## src/debug_port_defs.svh

```systemverilog
// Offsets, fields and counts of the two-wire debug port controller.
// Function
// - Debug port is active only while its enable fuse reads cleared.
// - With debug enabled, reset pin becomes the input for the debug clock.
// - With debug enabled, port 4 bit 3 becomes the two-way debug data line.
// - Enabling debug disables external reset input and serial programming entry.
// - With debug enabled, programming entry only by reset held at power-up.
// - Active bootloader, by boot jump bit low or hardware entry, blocks debug.
// - With debug disabled, the halt instruction is a two-cycle no-operation.
// - With debug enabled, target reset comes only from the debug link.
// - With debug enabled, reset output is suppressed except during power-on reset.
// - In debug mode the data pin loses its general-purpose function entirely.
// - Any programmed hardware lock bit forces debug into the disabled state.
// - Four hardware breakpoints compare against the program address.
// - Four more program/data breakpoints in two pairs, one member masking other.
// - Halt on stack fault, watchdog overflow, reset and program flow change.
// - Link gives separate read and write access to registers and memory, plus flow control.
// - Enabled halt instruction enters handler, next-instruction pc, flags untouched.
`ifndef DEBUG_PORT_DEFS_SVH
`define DEBUG_PORT_DEFS_SVH
// ***************************************************
// Register offsets
// ***************************************************
`define A_STATUS   5'h00
`define A_MASK     5'h01
`define A_BPCFG    5'h02
`define A_HALTSRC  5'h03
`define A_STATE    5'h04
`define A_BPBASE   5'h08
// ***************************************************
// Fields
// ***************************************************
`define EV_BP      0
`define EV_BRK     1
`define EV_COND    2
`define EV_LRST    3
`define EV_W       4
`define CFG_PMASK  8
`define CFG_TYPE   10
`define HS_STACK   0
`define HS_WDT     1
`define HS_RST     2
`define HS_FLOW    3
`define HALT_INSN_BYTES 16'h0002
// ***************************************************
// Link framing
// ***************************************************
`define FRAME_BITS 32
`define REPLY_BITS 8
`define OP_MSB     31
`define ADDR_MSB   23
`endif

```

## src/debug_port_pkg.sv

```systemverilog
// Types shared by the debug port controller.
`default_nettype none
package debug_port_pkg;
  typedef enum logic [1:0] {
    L_RX    = 2'b00,
    L_EXEC  = 2'b01,
    L_WAIT  = 2'b11,
    L_REPLY = 2'b10
  } link_state_t;
  typedef enum logic [2:0] {
    OP_NOP   = 3'h0,
    OP_READ  = 3'h1,
    OP_WRITE = 3'h2,
    OP_RUN   = 3'h4,
    OP_HALT  = 3'h5,
    OP_STEP  = 3'h6,
    OP_RESET = 3'h7
  } link_op_t;
endpackage : debug_port_pkg
`default_nettype wire

```

## src/debug_port_ctrl.sv

```systemverilog
// Enable, pin sharing, breakpoints and link of the two-wire debug port.
`timescale 1ns/1ps
`default_nettype none
`include "debug_port_defs.svh"
module debug_port_ctrl
  import debug_port_pkg::*;
#(
  parameter int AW  = 16,
  parameter int NBP = 4
) (
  // Clock and reset
  input  wire logic          clk,
  input  wire logic          rstn,
  // Register bus
  input  wire logic [4:0]    reg_addr,
  input  wire logic [15:0]   reg_wdata,
  input  wire logic          reg_wr,
  input  wire logic          reg_rd,
  output logic      [15:0]   reg_rdata,
  // Fuses and boot state
  input  wire logic          fuse_debug_n,
  input  wire logic          lock_bit_set,
  input  wire logic          boot_jump_bit,
  input  wire logic          hw_boot_entry,
  input  wire logic          por_active,
  // Shared pins
  input  wire logic          rst_pin,
  input  wire logic          pin43_in,
  output logic               pin43_out,
  output logic               pin43_oe,
  // Port 4 bit 3 general-purpose side
  input  wire logic          gpio43_out,
  input  wire logic          gpio43_oe,
  output logic               gpio43_in,
  // Reset and programming control
  output logic               ext_reset,
  output logic               isp_entry_ok,
  output logic               reset_out_ok,
  output logic               target_reset,
  // CPU side
  input  wire logic [AW-1:0] cpu_pc,
  input  wire logic [AW-1:0] cpu_daddr,
  input  wire logic          cpu_dvalid,
  input  wire logic          cpu_break_insn,
  input  wire logic          cpu_insn_done,
  input  wire logic          stack_fault,
  input  wire logic          wdt_overflow,
  input  wire logic          cpu_reset_evt,
  input  wire logic          flow_change,
  output logic               cpu_halt,
  output logic               handler_entry,
  output logic               break_nop,
  output logic      [AW-1:0] resume_pc,
  // Memory and register access for the link
  output logic      [AW-1:0] mem_addr,
  output logic      [7:0]    mem_wdata,
  output logic               mem_we,
  output logic               mem_re,
  input  wire logic [7:0]    mem_rdata,
  // Status
  output logic               debug_active,
  output logic               irq
);
  // ***************************************************
  // Pin synchronisers
  // ***************************************************
  logic dcl_s1_q, dcl_s2_q, dcl_s3_q, dda_s1_q, dda_s2_q;
  always_ff @(posedge clk) begin
    if (!rstn) begin
      dcl_s1_q <= 1'b0;
      dcl_s2_q <= 1'b0;
      dcl_s3_q <= 1'b0;
      dda_s1_q <= 1'b0;
      dda_s2_q <= 1'b0;
    end else begin
      dcl_s1_q <= rst_pin;
      dcl_s2_q <= dcl_s1_q;
      dcl_s3_q <= dcl_s2_q;
      dda_s1_q <= pin43_in;
      dda_s2_q <= dda_s1_q;
    end
  end
  logic dcl_rise, dcl_fall;
  assign dcl_rise = dcl_s2_q & ~dcl_s3_q;
  assign dcl_fall = ~dcl_s2_q & dcl_s3_q;
  // ***************************************************
  // Enable and pin takeover
  // ***************************************************
  logic en_d, dbg_q;
  // Cleared fuse, no lock bit, no bootloader.
  assign en_d = ~fuse_debug_n & ~lock_bit_set
              & boot_jump_bit & ~hw_boot_entry;
  always_ff @(posedge clk) begin
    if (!rstn) begin
      dbg_q        <= 1'b0;
      ext_reset    <= 1'b0;
      isp_entry_ok <= 1'b0;
      reset_out_ok <= 1'b0;
      gpio43_in    <= 1'b0;
    end else begin
      dbg_q        <= en_d;
      ext_reset    <= ~en_d & dcl_s2_q;
      isp_entry_ok <= ~en_d | por_active & dcl_s2_q;
      reset_out_ok <= ~en_d | por_active;
      gpio43_in    <= ~en_d & dda_s2_q;
    end
  end
  assign debug_active = dbg_q;
  // ***************************************************
  // Registers
  // ***************************************************
  logic [`EV_W-1:0] status_q, mask_q, ev;
  logic [15:0]      bpcfg_q;
  logic [3:0]       hsrc_q;
  logic [AW-1:0]    bp_q [2*NBP];
  logic             rd_status;
  assign rd_status = reg_rd & (reg_addr == `A_STATUS);
  always_ff @(posedge clk) begin
    if (!rstn) begin
      mask_q  <= '0;
      bpcfg_q <= 16'h0000;
      hsrc_q  <= 4'h0;
    end else if (reg_wr) begin
      if (reg_addr == `A_MASK) mask_q <= reg_wdata[`EV_W-1:0];
      if (reg_addr == `A_BPCFG) bpcfg_q <= reg_wdata;
      if (reg_addr == `A_HALTSRC) hsrc_q <= reg_wdata[3:0];
    end
  end
  genvar gi;
  generate
    for (gi = 0; gi < 2*NBP; gi++) begin : g_bpreg
      always_ff @(posedge clk) begin
        if (!rstn) begin
          bp_q[gi] <= '0;
        end else if (reg_wr &&
                     reg_addr == `A_BPBASE + 5'(gi)) begin
          bp_q[gi] <= reg_wdata[AW-1:0];
        end
      end
    end
  endgenerate
  // Setting wins over the clear done by a status read.
  always_ff @(posedge clk) begin
    if (!rstn) begin
      status_q <= '0;
      irq      <= 1'b0;
    end else begin
      status_q <= (rd_status ? '0 : status_q) | ev;
      irq      <= |(((rd_status ? '0 : status_q) | ev) & mask_q);
    end
  end
  always_ff @(posedge clk) begin
    if (!rstn) begin
      reg_rdata <= 16'h0000;
    end else if (!reg_rd) begin
      reg_rdata <= 16'h0000;
    end else if (reg_addr >= `A_BPBASE &&
                 reg_addr < `A_BPBASE + 5'(2*NBP)) begin
      reg_rdata <= 16'(bp_q[3'(reg_addr - `A_BPBASE)]);
    end else begin
      unique case (reg_addr)
        `A_STATUS:  reg_rdata <= 16'(status_q);
        `A_MASK:    reg_rdata <= 16'(mask_q);
        `A_BPCFG:   reg_rdata <= bpcfg_q;
        `A_HALTSRC: reg_rdata <= 16'(hsrc_q);
        `A_STATE:   reg_rdata <= {12'h000, lock_bit_set,
                                  ~boot_jump_bit | hw_boot_entry,
                                  cpu_halt, dbg_q};
        default:    reg_rdata <= 16'h0000;
      endcase
    end
  end
  // ***************************************************
  // Breakpoints
  // ***************************************************
  function automatic logic addr_hit(input logic [AW-1:0] a,
                                    input logic [AW-1:0] r,
                                    input logic [AW-1:0] m);
    addr_hit = ((a ^ r) & ~m) == '0;
  endfunction : addr_hit
  logic [NBP-1:0] pc_hit, pd_hit;
  generate
    for (gi = 0; gi < NBP; gi++) begin : g_pcbp
      assign pc_hit[gi] = bpcfg_q[gi]
                        & addr_hit(cpu_pc, bp_q[gi], '0);
    end
    for (gi = 0; gi < NBP; gi++) begin : g_pdbp
      logic          dsel, pmask;
      logic [AW-1:0] msk, a;
      assign dsel  = bpcfg_q[`CFG_TYPE + gi];
      assign pmask = bpcfg_q[`CFG_PMASK + gi/2];
      assign a     = dsel ? cpu_daddr : cpu_pc;
      // In masked mode the odd member is the mask of the even one.
      assign msk   = (pmask && gi % 2 == 0) ? bp_q[NBP + (gi | 1)] : '0;
      assign pd_hit[gi] = bpcfg_q[NBP + gi]
                        & (~dsel | cpu_dvalid)
                        & ~(pmask && gi % 2 == 1)
                        & addr_hit(a, bp_q[NBP+gi], msk);
    end
  endgenerate
  logic bp_any, cond_any, brk_dbg;
  assign bp_any   = |pc_hit | |pd_hit;
  assign cond_any = hsrc_q[`HS_STACK] & stack_fault
                  | hsrc_q[`HS_WDT] & wdt_overflow
                  | hsrc_q[`HS_RST] & cpu_reset_evt
                  | hsrc_q[`HS_FLOW] & flow_change;
  assign brk_dbg = dbg_q & cpu_break_insn & ~cpu_halt;
  assign ev[`EV_BP]   = dbg_q & ~cpu_halt & bp_any;
  assign ev[`EV_BRK]  = brk_dbg;
  assign ev[`EV_COND] = dbg_q & ~cpu_halt & cond_any;
  assign ev[`EV_LRST] = target_reset;
  // ***************************************************
  // Halt instruction and flow control
  // ***************************************************
  logic     step_q, op_run, op_halt, op_step, nop_cnt_q;
  always_ff @(posedge clk) begin
    if (!rstn) begin
      cpu_halt      <= 1'b0;
      step_q        <= 1'b0;
      handler_entry <= 1'b0;
      resume_pc     <= '0;
    end else begin
      handler_entry <= brk_dbg;
      if (brk_dbg) resume_pc <= cpu_pc + AW'(`HALT_INSN_BYTES);
      if (!dbg_q) begin
        cpu_halt <= 1'b0;
        step_q   <= 1'b0;
      end else if (op_run || op_step) begin
        cpu_halt <= 1'b0;
        step_q   <= op_step;
      end else if (op_halt || ev[`EV_BP] || ev[`EV_BRK] ||
                   ev[`EV_COND] || (step_q && cpu_insn_done)) begin
        cpu_halt <= 1'b1;
        step_q   <= 1'b0;
      end
    end
  end
  // A disabled halt instruction stalls nothing and lasts two cycles.
  always_ff @(posedge clk) begin
    if (!rstn) begin
      break_nop <= 1'b0;
      nop_cnt_q <= 1'b0;
    end else begin
      nop_cnt_q <= !dbg_q && cpu_break_insn && !break_nop;
      break_nop <= (!dbg_q && cpu_break_insn && !break_nop) | nop_cnt_q;
    end
  end
  // ***************************************************
  // Serial link
  // ***************************************************
  link_state_t           lst_q;
  logic [`FRAME_BITS-1:0] sh_q;
  logic [4:0]             cnt_q;
  logic [`REPLY_BITS-1:0] rep_q;
  link_op_t               op;
  assign op      = link_op_t'(sh_q[`OP_MSB -: 3]);
  assign op_run  = lst_q == L_EXEC && op == OP_RUN;
  assign op_halt = lst_q == L_EXEC && op == OP_HALT;
  assign op_step = lst_q == L_EXEC && op == OP_STEP;
  always_ff @(posedge clk) begin
    if (!rstn || !dbg_q) begin
      lst_q        <= L_RX;
      sh_q         <= '0;
      cnt_q        <= 5'h00;
      rep_q        <= '0;
      mem_we       <= 1'b0;
      mem_re       <= 1'b0;
      mem_addr     <= '0;
      mem_wdata    <= 8'h00;
      target_reset <= 1'b0;
    end else begin
      mem_we       <= 1'b0;
      mem_re       <= 1'b0;
      target_reset <= 1'b0;
      unique case (lst_q)
        L_RX: if (dcl_rise) begin
          sh_q  <= {sh_q[`FRAME_BITS-2:0], dda_s2_q};
          cnt_q <= cnt_q + 5'h01;
          if (cnt_q == 5'(`FRAME_BITS - 1)) lst_q <= L_EXEC;
        end
        L_EXEC: begin
          mem_addr  <= sh_q[`ADDR_MSB -: AW];
          mem_wdata <= sh_q[7:0];
          mem_re    <= op == OP_READ;
          mem_we    <= op == OP_WRITE;
          target_reset <= op == OP_RESET;
          lst_q <= op == OP_READ ? L_WAIT : L_RX;
        end
        L_WAIT: begin
          rep_q <= mem_rdata;
          cnt_q <= 5'h00;
          lst_q <= L_REPLY;
        end
        L_REPLY: if (dcl_fall) begin
          rep_q <= {rep_q[`REPLY_BITS-2:0], 1'b0};
          cnt_q <= cnt_q + 5'h01;
          if (cnt_q == 5'(`REPLY_BITS - 1)) begin
            cnt_q <= 5'h00;
            lst_q <= L_RX;
          end
        end
      endcase
    end
  end
  // The data pin is owned by the link whenever debug is enabled.
  always_ff @(posedge clk) begin
    if (!rstn) begin
      pin43_out <= 1'b0;
      pin43_oe  <= 1'b0;
    end else if (en_d) begin
      pin43_out <= rep_q[`REPLY_BITS-1];
      pin43_oe  <= dbg_q && lst_q == L_REPLY &&
                   !(dcl_fall && cnt_q == 5'(`REPLY_BITS - 1));
    end else begin
      pin43_out <= gpio43_out;
      pin43_oe  <= gpio43_oe;
    end
  end
endmodule : debug_port_ctrl
`default_nettype wire

```

## config.mk

```make
export PLATFORM = sky130hd
export DESIGN_NAME = debug_port_ctrl
export DESIGN_NICKNAME = d
export VERILOG_FILES = /design/src/debug_port_pkg.sv /design/src/debug_port_ctrl.sv
export VERILOG_INCLUDE_DIRS = /design/src
export SDC_FILE = /design/constraint.sdc
export NUM_CORES = 1
export LEC_CHECK = 0
export ABC_CLOCK_PERIOD_IN_PS = 3300
export BUFFER_PORTS_ARGS = -buffer_cell sky130_fd_sc_hd__clkbuf_2
export CORE_AREA = 10 10 195 288
export DETAILED_ROUTE_END_ITERATION = 6
export DIE_AREA = 0 0 205 298
export MAX_ROUTING_LAYER = met4
export PLACE_DENSITY = 0.44
export SKIP_CTS_REPAIR_TIMING = 1
export SYNTH_ARGS = -nofsm -noshare
export SYNTH_HDL_FRONTEND = slang
export SYNTH_SLANG_ARGS = --single-unit
```

## constraint.sdc

```tcl
create_clock -name clk -period 3.3 [get_ports clk]
set_clock_uncertainty 0.1 [all_clocks]
set_input_delay 0.165 -clock clk [delete_from_list [all_inputs] [get_ports clk]]
set_output_delay 0.165 -clock clk [all_outputs]
set_load 0.02 [all_outputs]
```

### Word-level counts from Yosys, hierarchy flattened

Memories as Yosys holds them, arrays and structs flattened.
Cells that the tools add are included.

* bits in registers: 152
* memories kept: 1
* RAM bits: 128
* logic and storage cells: 262
* output and inout bits: 70
* memory bits (read-only): 0
* input bits: 81
* latch bits: 0

* order comparisons: 2
* mux-type cells: 58
* shift operators: 0
* multipliers: 0
* add/subtract/negate cells: 3
* divide/modulo/power cells: 0
* reduce and logical (&&, ||, !) cells: 55
* bitwise gates (word level): 83
* eq/ne operators: 27

Memories
* bp_q: depth 8, bits a word 16, rd ports 9, clocked after memory_dff 0, wr ports 8, RTL line debug_port_ctrl.sv:115 `logic [AW-1:0] bp_q [2*NBP];`

Operators with widths (count)
* 16-bit 2-to-1 mux: 15
* 16-bit logical NOT: 8
* 16-bit bitwise XOR: 8
* 16-bit one-hot mux with 5 select lines: 1
* 5-bit by 4-bit == test with 1-bit output, second input constant: 8
* 1-bit AND: 32
* 16-bit AND: 2
* 16-bit inverter: 2
* 1-bit 2-to-1 mux: 29
* 1-bit bitwise OR: 20
* 1-bit logical AND: 18
* 1-bit inverter: 17
* 16-bit by 2-bit adder with 16-bit output, second input constant: 1
* 8-bit one-hot mux with 2 select lines: 1
* 5-bit 2-to-1 mux: 3
* 5-bit one-hot mux with 3 select lines: 1
* 2-bit AND reduction: 7
* 3-bit == test, second input constant: 4
* 4-bit OR reduction: 3
* 5-bit by 2-bit == test with 1-bit output, second input constant: 2
* 5-bit by 3-bit == test with 1-bit output, second input constant: 2
* 2-bit 2-to-1 mux: 5
* 8-bit 2-to-1 mux: 1
* 2-bit != test, second input constant: 4
* 24 further kinds: 34

### Logic depth before layout (Yosys ltp)

An unclocked memory read counts as a cell.

* depth in word-level cells: 15
* mapped depth: 9
* gate-level depth less buffers: 8

### Least setup slack after synthesis

OpenSTA, ideal clock, no wires.

* path type: input to register
* from: input reg_addr[2]
* to: memory bp_q[4][0] (enable)
* arrival: 2.349 ns
* buffers on the path: 2
* stages: 4
* required time: 2.786 ns
* path slack: 0.437 ns
* setup time: 0.414 ns
* cells stage by stage: buf_2 buf_1 nand3_1 o31ai_1

RTL lines
* start, declared: RTL line debug_port_ctrl.sv:15 `input wire logic [4:0] reg_addr,`
* end, declared: RTL line debug_port_ctrl.sv:115

### Worst setup path in the final report

* from: register bpcfg_q[13]
* to: register irq

* longest elaborated chain between the ends: 11
* elaborated cells between the ends (all ways): 14
* those cells by class: mux (1); bitwise (10); reduce/logical (3)

Ends and longest elaborated chain
* start, declared: RTL line debug_port_ctrl.sv:113 `logic [15:0] bpcfg_q;`
* start signal, assigned: RTL line debug_port_ctrl.sv:125 `` if (reg_addr == `A_BPCFG) bpcfg_q <= reg_wdata; ``
* parallel branches: the longest is 4 deep, another holds 16-bit 2-to-1 mux
* 1-bit AND (*): RTL line debug_port_ctrl.sv:198 `& addr_hit(a, bp_q[NBP+gi], msk);`
* 4-bit OR reduction (*): RTL line debug_port_ctrl.sv:202 `assign bp_any = |pc_hit | |pd_hit;`
* 1-bit bitwise OR (*): RTL line debug_port_ctrl.sv:202
* 1-bit AND (*): RTL line debug_port_ctrl.sv:208 `` assign ev[`EV_BP] = dbg_q & ~cpu_halt & bp_any; ``
* 4-bit bitwise OR (*): RTL line debug_port_ctrl.sv:149 `irq <= |(((rd_status ? '0 : status_q) | ev) & mask_q);`
* 4-bit AND (*): RTL line debug_port_ctrl.sv:149
* 4-bit OR reduction (*): RTL line debug_port_ctrl.sv:149
* end signal, assigned: RTL line debug_port_ctrl.sv:149
* end, declared: RTL line debug_port_ctrl.sv:62 `output logic irq`

Every way passes the cells marked *.
A chain may end at the register's enable or synchronous reset.

==> metrics.md <==
| Metric | Value |
|---|---|
| Root Driver | `clkbuf_16` |
| Die area | `61100 um2` |
| Pwr Total | `8.19 mW` |
| CP required | `3.63 ns` |
| CTS tree | `done` |
| Floorplan Core Area | `50700 um2` |
| Mapped Cells | `1369` |
| Final Hold Viols | `0` |
| Post-route cell area | `17000 um2` |
| Most numerous cell in the Yosys netlist | `nand2_1` |
| Initial core utilization | `0.278` |
| Chip Height | `298 um` |
| Measured slew at the worst slew-check pin | `0.993 ns` |
| GRT Util Overall | `0.178` |
| Num rows | `101` |
| Worst-skew pair later-pin latency | `0.59 ns` |
| Post-synth top area share | `0.272` |
| Maximum vdd ir drop | `408 uV` |
| Setup TNS Final | `0 ns` |
| Layout area overhead | `20.5%` |
| Startpoint types | `flip-flop` |
| Syn Nets | `1453` |
| Peak Freq | `354 MHz` |
| Die width | `205 um` |
| Max-cap violations | `0` |
| Final setup fails | `0` |
| First DRT Iteration DRCs | `712` |
| Vias in the first global route | `11.2k` |
| Reg clk slew, reported paths | `0.07 ns` |
| Power per Cell Area | `482 nW/um2` |
| Worst setup EP type | `flip-flop` |
| Async S/R FF share, synth | `0` |
| Hold crit path type | `in -> reg` |
| RSZ-0062 raised after global routing | `false` |
| I/O pin cnt | `151` |
| Tmin final | `2.83 ns` |
| Post-synth EDFFs | `128` |
| Slew HR | `0.338` |
| DR vias/cell | `4.83` |
| Layout cell share with drive strength beyond 1 | `0.194` |
| Clock sinks | `280` |
| Placed cells | `2143` |
| Port Buffers | `150` |
| Buffers from clock root to sink, at most | `3` |
| First-pass GRT wire length | `77900 um` |
| #FFs+latches synth | `280` |
| Post-route ant nets | `0` |
| Commonest cells post-synth | `nand2_1 (179), dfxtp_1 (152), and2_1 (138), edfxtp_1 (128), xnor2_1 (102)` |
| Final net count | `1622` |
| Post-synthesis cell type count | `52` |
| Wire per inst | `24.1 um` |
| Pin count of the biggest net entering global routing | `46` |
| Synthesized cell area | `14100 um2` |
| DR pass1 iterations | `5` |
| Final WL | `53900 um` |
| Initial antenna violation count | `1` |
| Dominant cells by area after synthesis | `edfxtp_1 (27%), dfxtp_1 (22%), mux2i_1 (6.9%)` |
| CP max FO | `14` |
| Final std cells w/o fill | `2233` |
| Sequential share of the synthesized area | `0.488` |
| Synth area leader | `edfxtp_1` |
| GP Congestion | `0.950` |
| Post-Place Cell Area | `15700 um2` |
| Tcrit/Tclk final | `0.856` |
| Status | `finished, final reports clean` |
| Layout Utilization | `0.336` |
| Crit path DAT | `3.15 ns` |
| Yosys Warn Count | `0` |
| Leak pwr | `6.00 nW` |
| Syn Area/Cell | `10.3 um2` |
| H-tree levels | `1` |
| Crit path kind | `reg -> reg` |
| Detailed Place HPWL | `40700 um` |
| DRC | `0` |
| Main synth FF type | `dfxtp_1` |
| Overflow after GRT | `0` |
| Num CTS Buffers | `31` |
| Vias | `10.8k` |
| Slew Limit Fails | `0` |
-- critical path, stage by stage, from the launching register on --
cell and delay [ns]:
dfxtp_1 0.91, buf_4 0.31, mux2i_1 0.28, xor2_1 0.12
nand4_1 0.12, nor4_1 0.07, nor3_1 0.61, a21oi_1 0.15
-- cell usage in the layout (no fill, tap or decap), types with 6 or more instances in the layout --
cell type      count
nand2_1          178
dfxtp_1          152
clkbuf_2         149
and2_1           138
edfxtp_1         128
xnor2_1          102
a21oi_1           99
mux2i_1           97
nor2_1            94
buf_4             53
xor2_1            39
mux4_2            36
clkbuf_16         35
dlygate4sd3_1     31
nand4_1           24
a211oi_1          21
nor3_1            16
inv_1             16
a22oi_1           15
nand3_1           14
nor4_1            11
o21ai_0            9
clkinv_2           9
nand2b_1           8
and3_1             7
nor2b_1            7
o21ai_1            6
a31oi_1            6
-- layer usage --
layer | up-vias | wire length (um) | GRT usage
met5 | - | 0 | -
met4 | 0 | 3150 | 0.0941
met3 | 111 | 2470 | 0.0262
met2 | 322 | 27600 | 0.308
met1 | 5237 | 20700 | 0.192
li1 | 5108 | - | -
-- cell families (layout without fill, tap and decap cells) --
group	after synthesis	count (layout)	share of synthesized area
XOR/XNOR	141	141	0.0875
multiplexers	134	134	0.127
flip-flops	280	280	0.488
buffers and inverters	115	309	0.0365
AND/OR/NAND/NOR	517	517	0.182
other	0	1	0
AO/OA/AOI/OAI	179	179	0.0760
adder cells (fa/ha/maj)	3	3	0.00266
-- where the power goes --
group | total (mW) | switching [mW] | internal (mW) | leakage (nW)
logic | 0.862 | 0.522 | 0.339 | 3.04
clock network | 3.50 | 1.50 | 2.00 | 0.518
registers | 3.83 | 0.0964 | 3.74 | 2.45
-- flip-flops by register name, indices dropped and copies added, names as in the netlist, 2 cells and up --
signal / count
rep_q: 8
status_q: 4
bpcfg_q: 16
resume_pc: 16
sh_q: 32
lst_q: 2
bp_q: 128
cnt_q: 5
mem_wdata: 8
mem_addr: 16
mask_q: 4
hsrc_q: 4
reg_rdata: 16
-- area by class of cell --
class                   count  area, um2
clock inverters            15       80.1
fillers                  5204      33700
repair buffers            234       1460
well taps                 669        837
inverters                  17       63.8
flip-flops and latches    280       6890
diodes                      1       2.50
multi-input cells         974       6730
clock buffers              43        946
-- path summary, 6_finish.rpt --
path	from	end	slack, ns	cells past startpoint
worst min register to register	nop_cnt_q$_SDFF_PN0_	break_nop$_SDFF_PN0_	0.33	1
worst max-delay path	bpcfg_q[13]$_SDFFE_PN0P_	irq$_SDFF_PN0_	0.47	7
worst max register to register	bpcfg_q[13]$_SDFFE_PN0P_	irq$_SDFF_PN0_	0.47	7
worst min-delay path	reg_wdata[10]	bpcfg_q[10]$_SDFFE_PN0P_	0.0007	3
-- stage by stage --
| stage | hold slack [ns] | setup slack (ns) |
|---|---|---|
| after global routing | 0.0175 | 0.436 |
| after global placement | 0.276 | 0.614 |
| after detailed placement | 0.282 | 0.534 |
| final | 0.000720 | 0.474 |
| after floorplan | 0.192 | 0.437 |
| after CTS | -0.335 | 0.533 |
No activity file was read; power rests on OpenSTA's default activity.
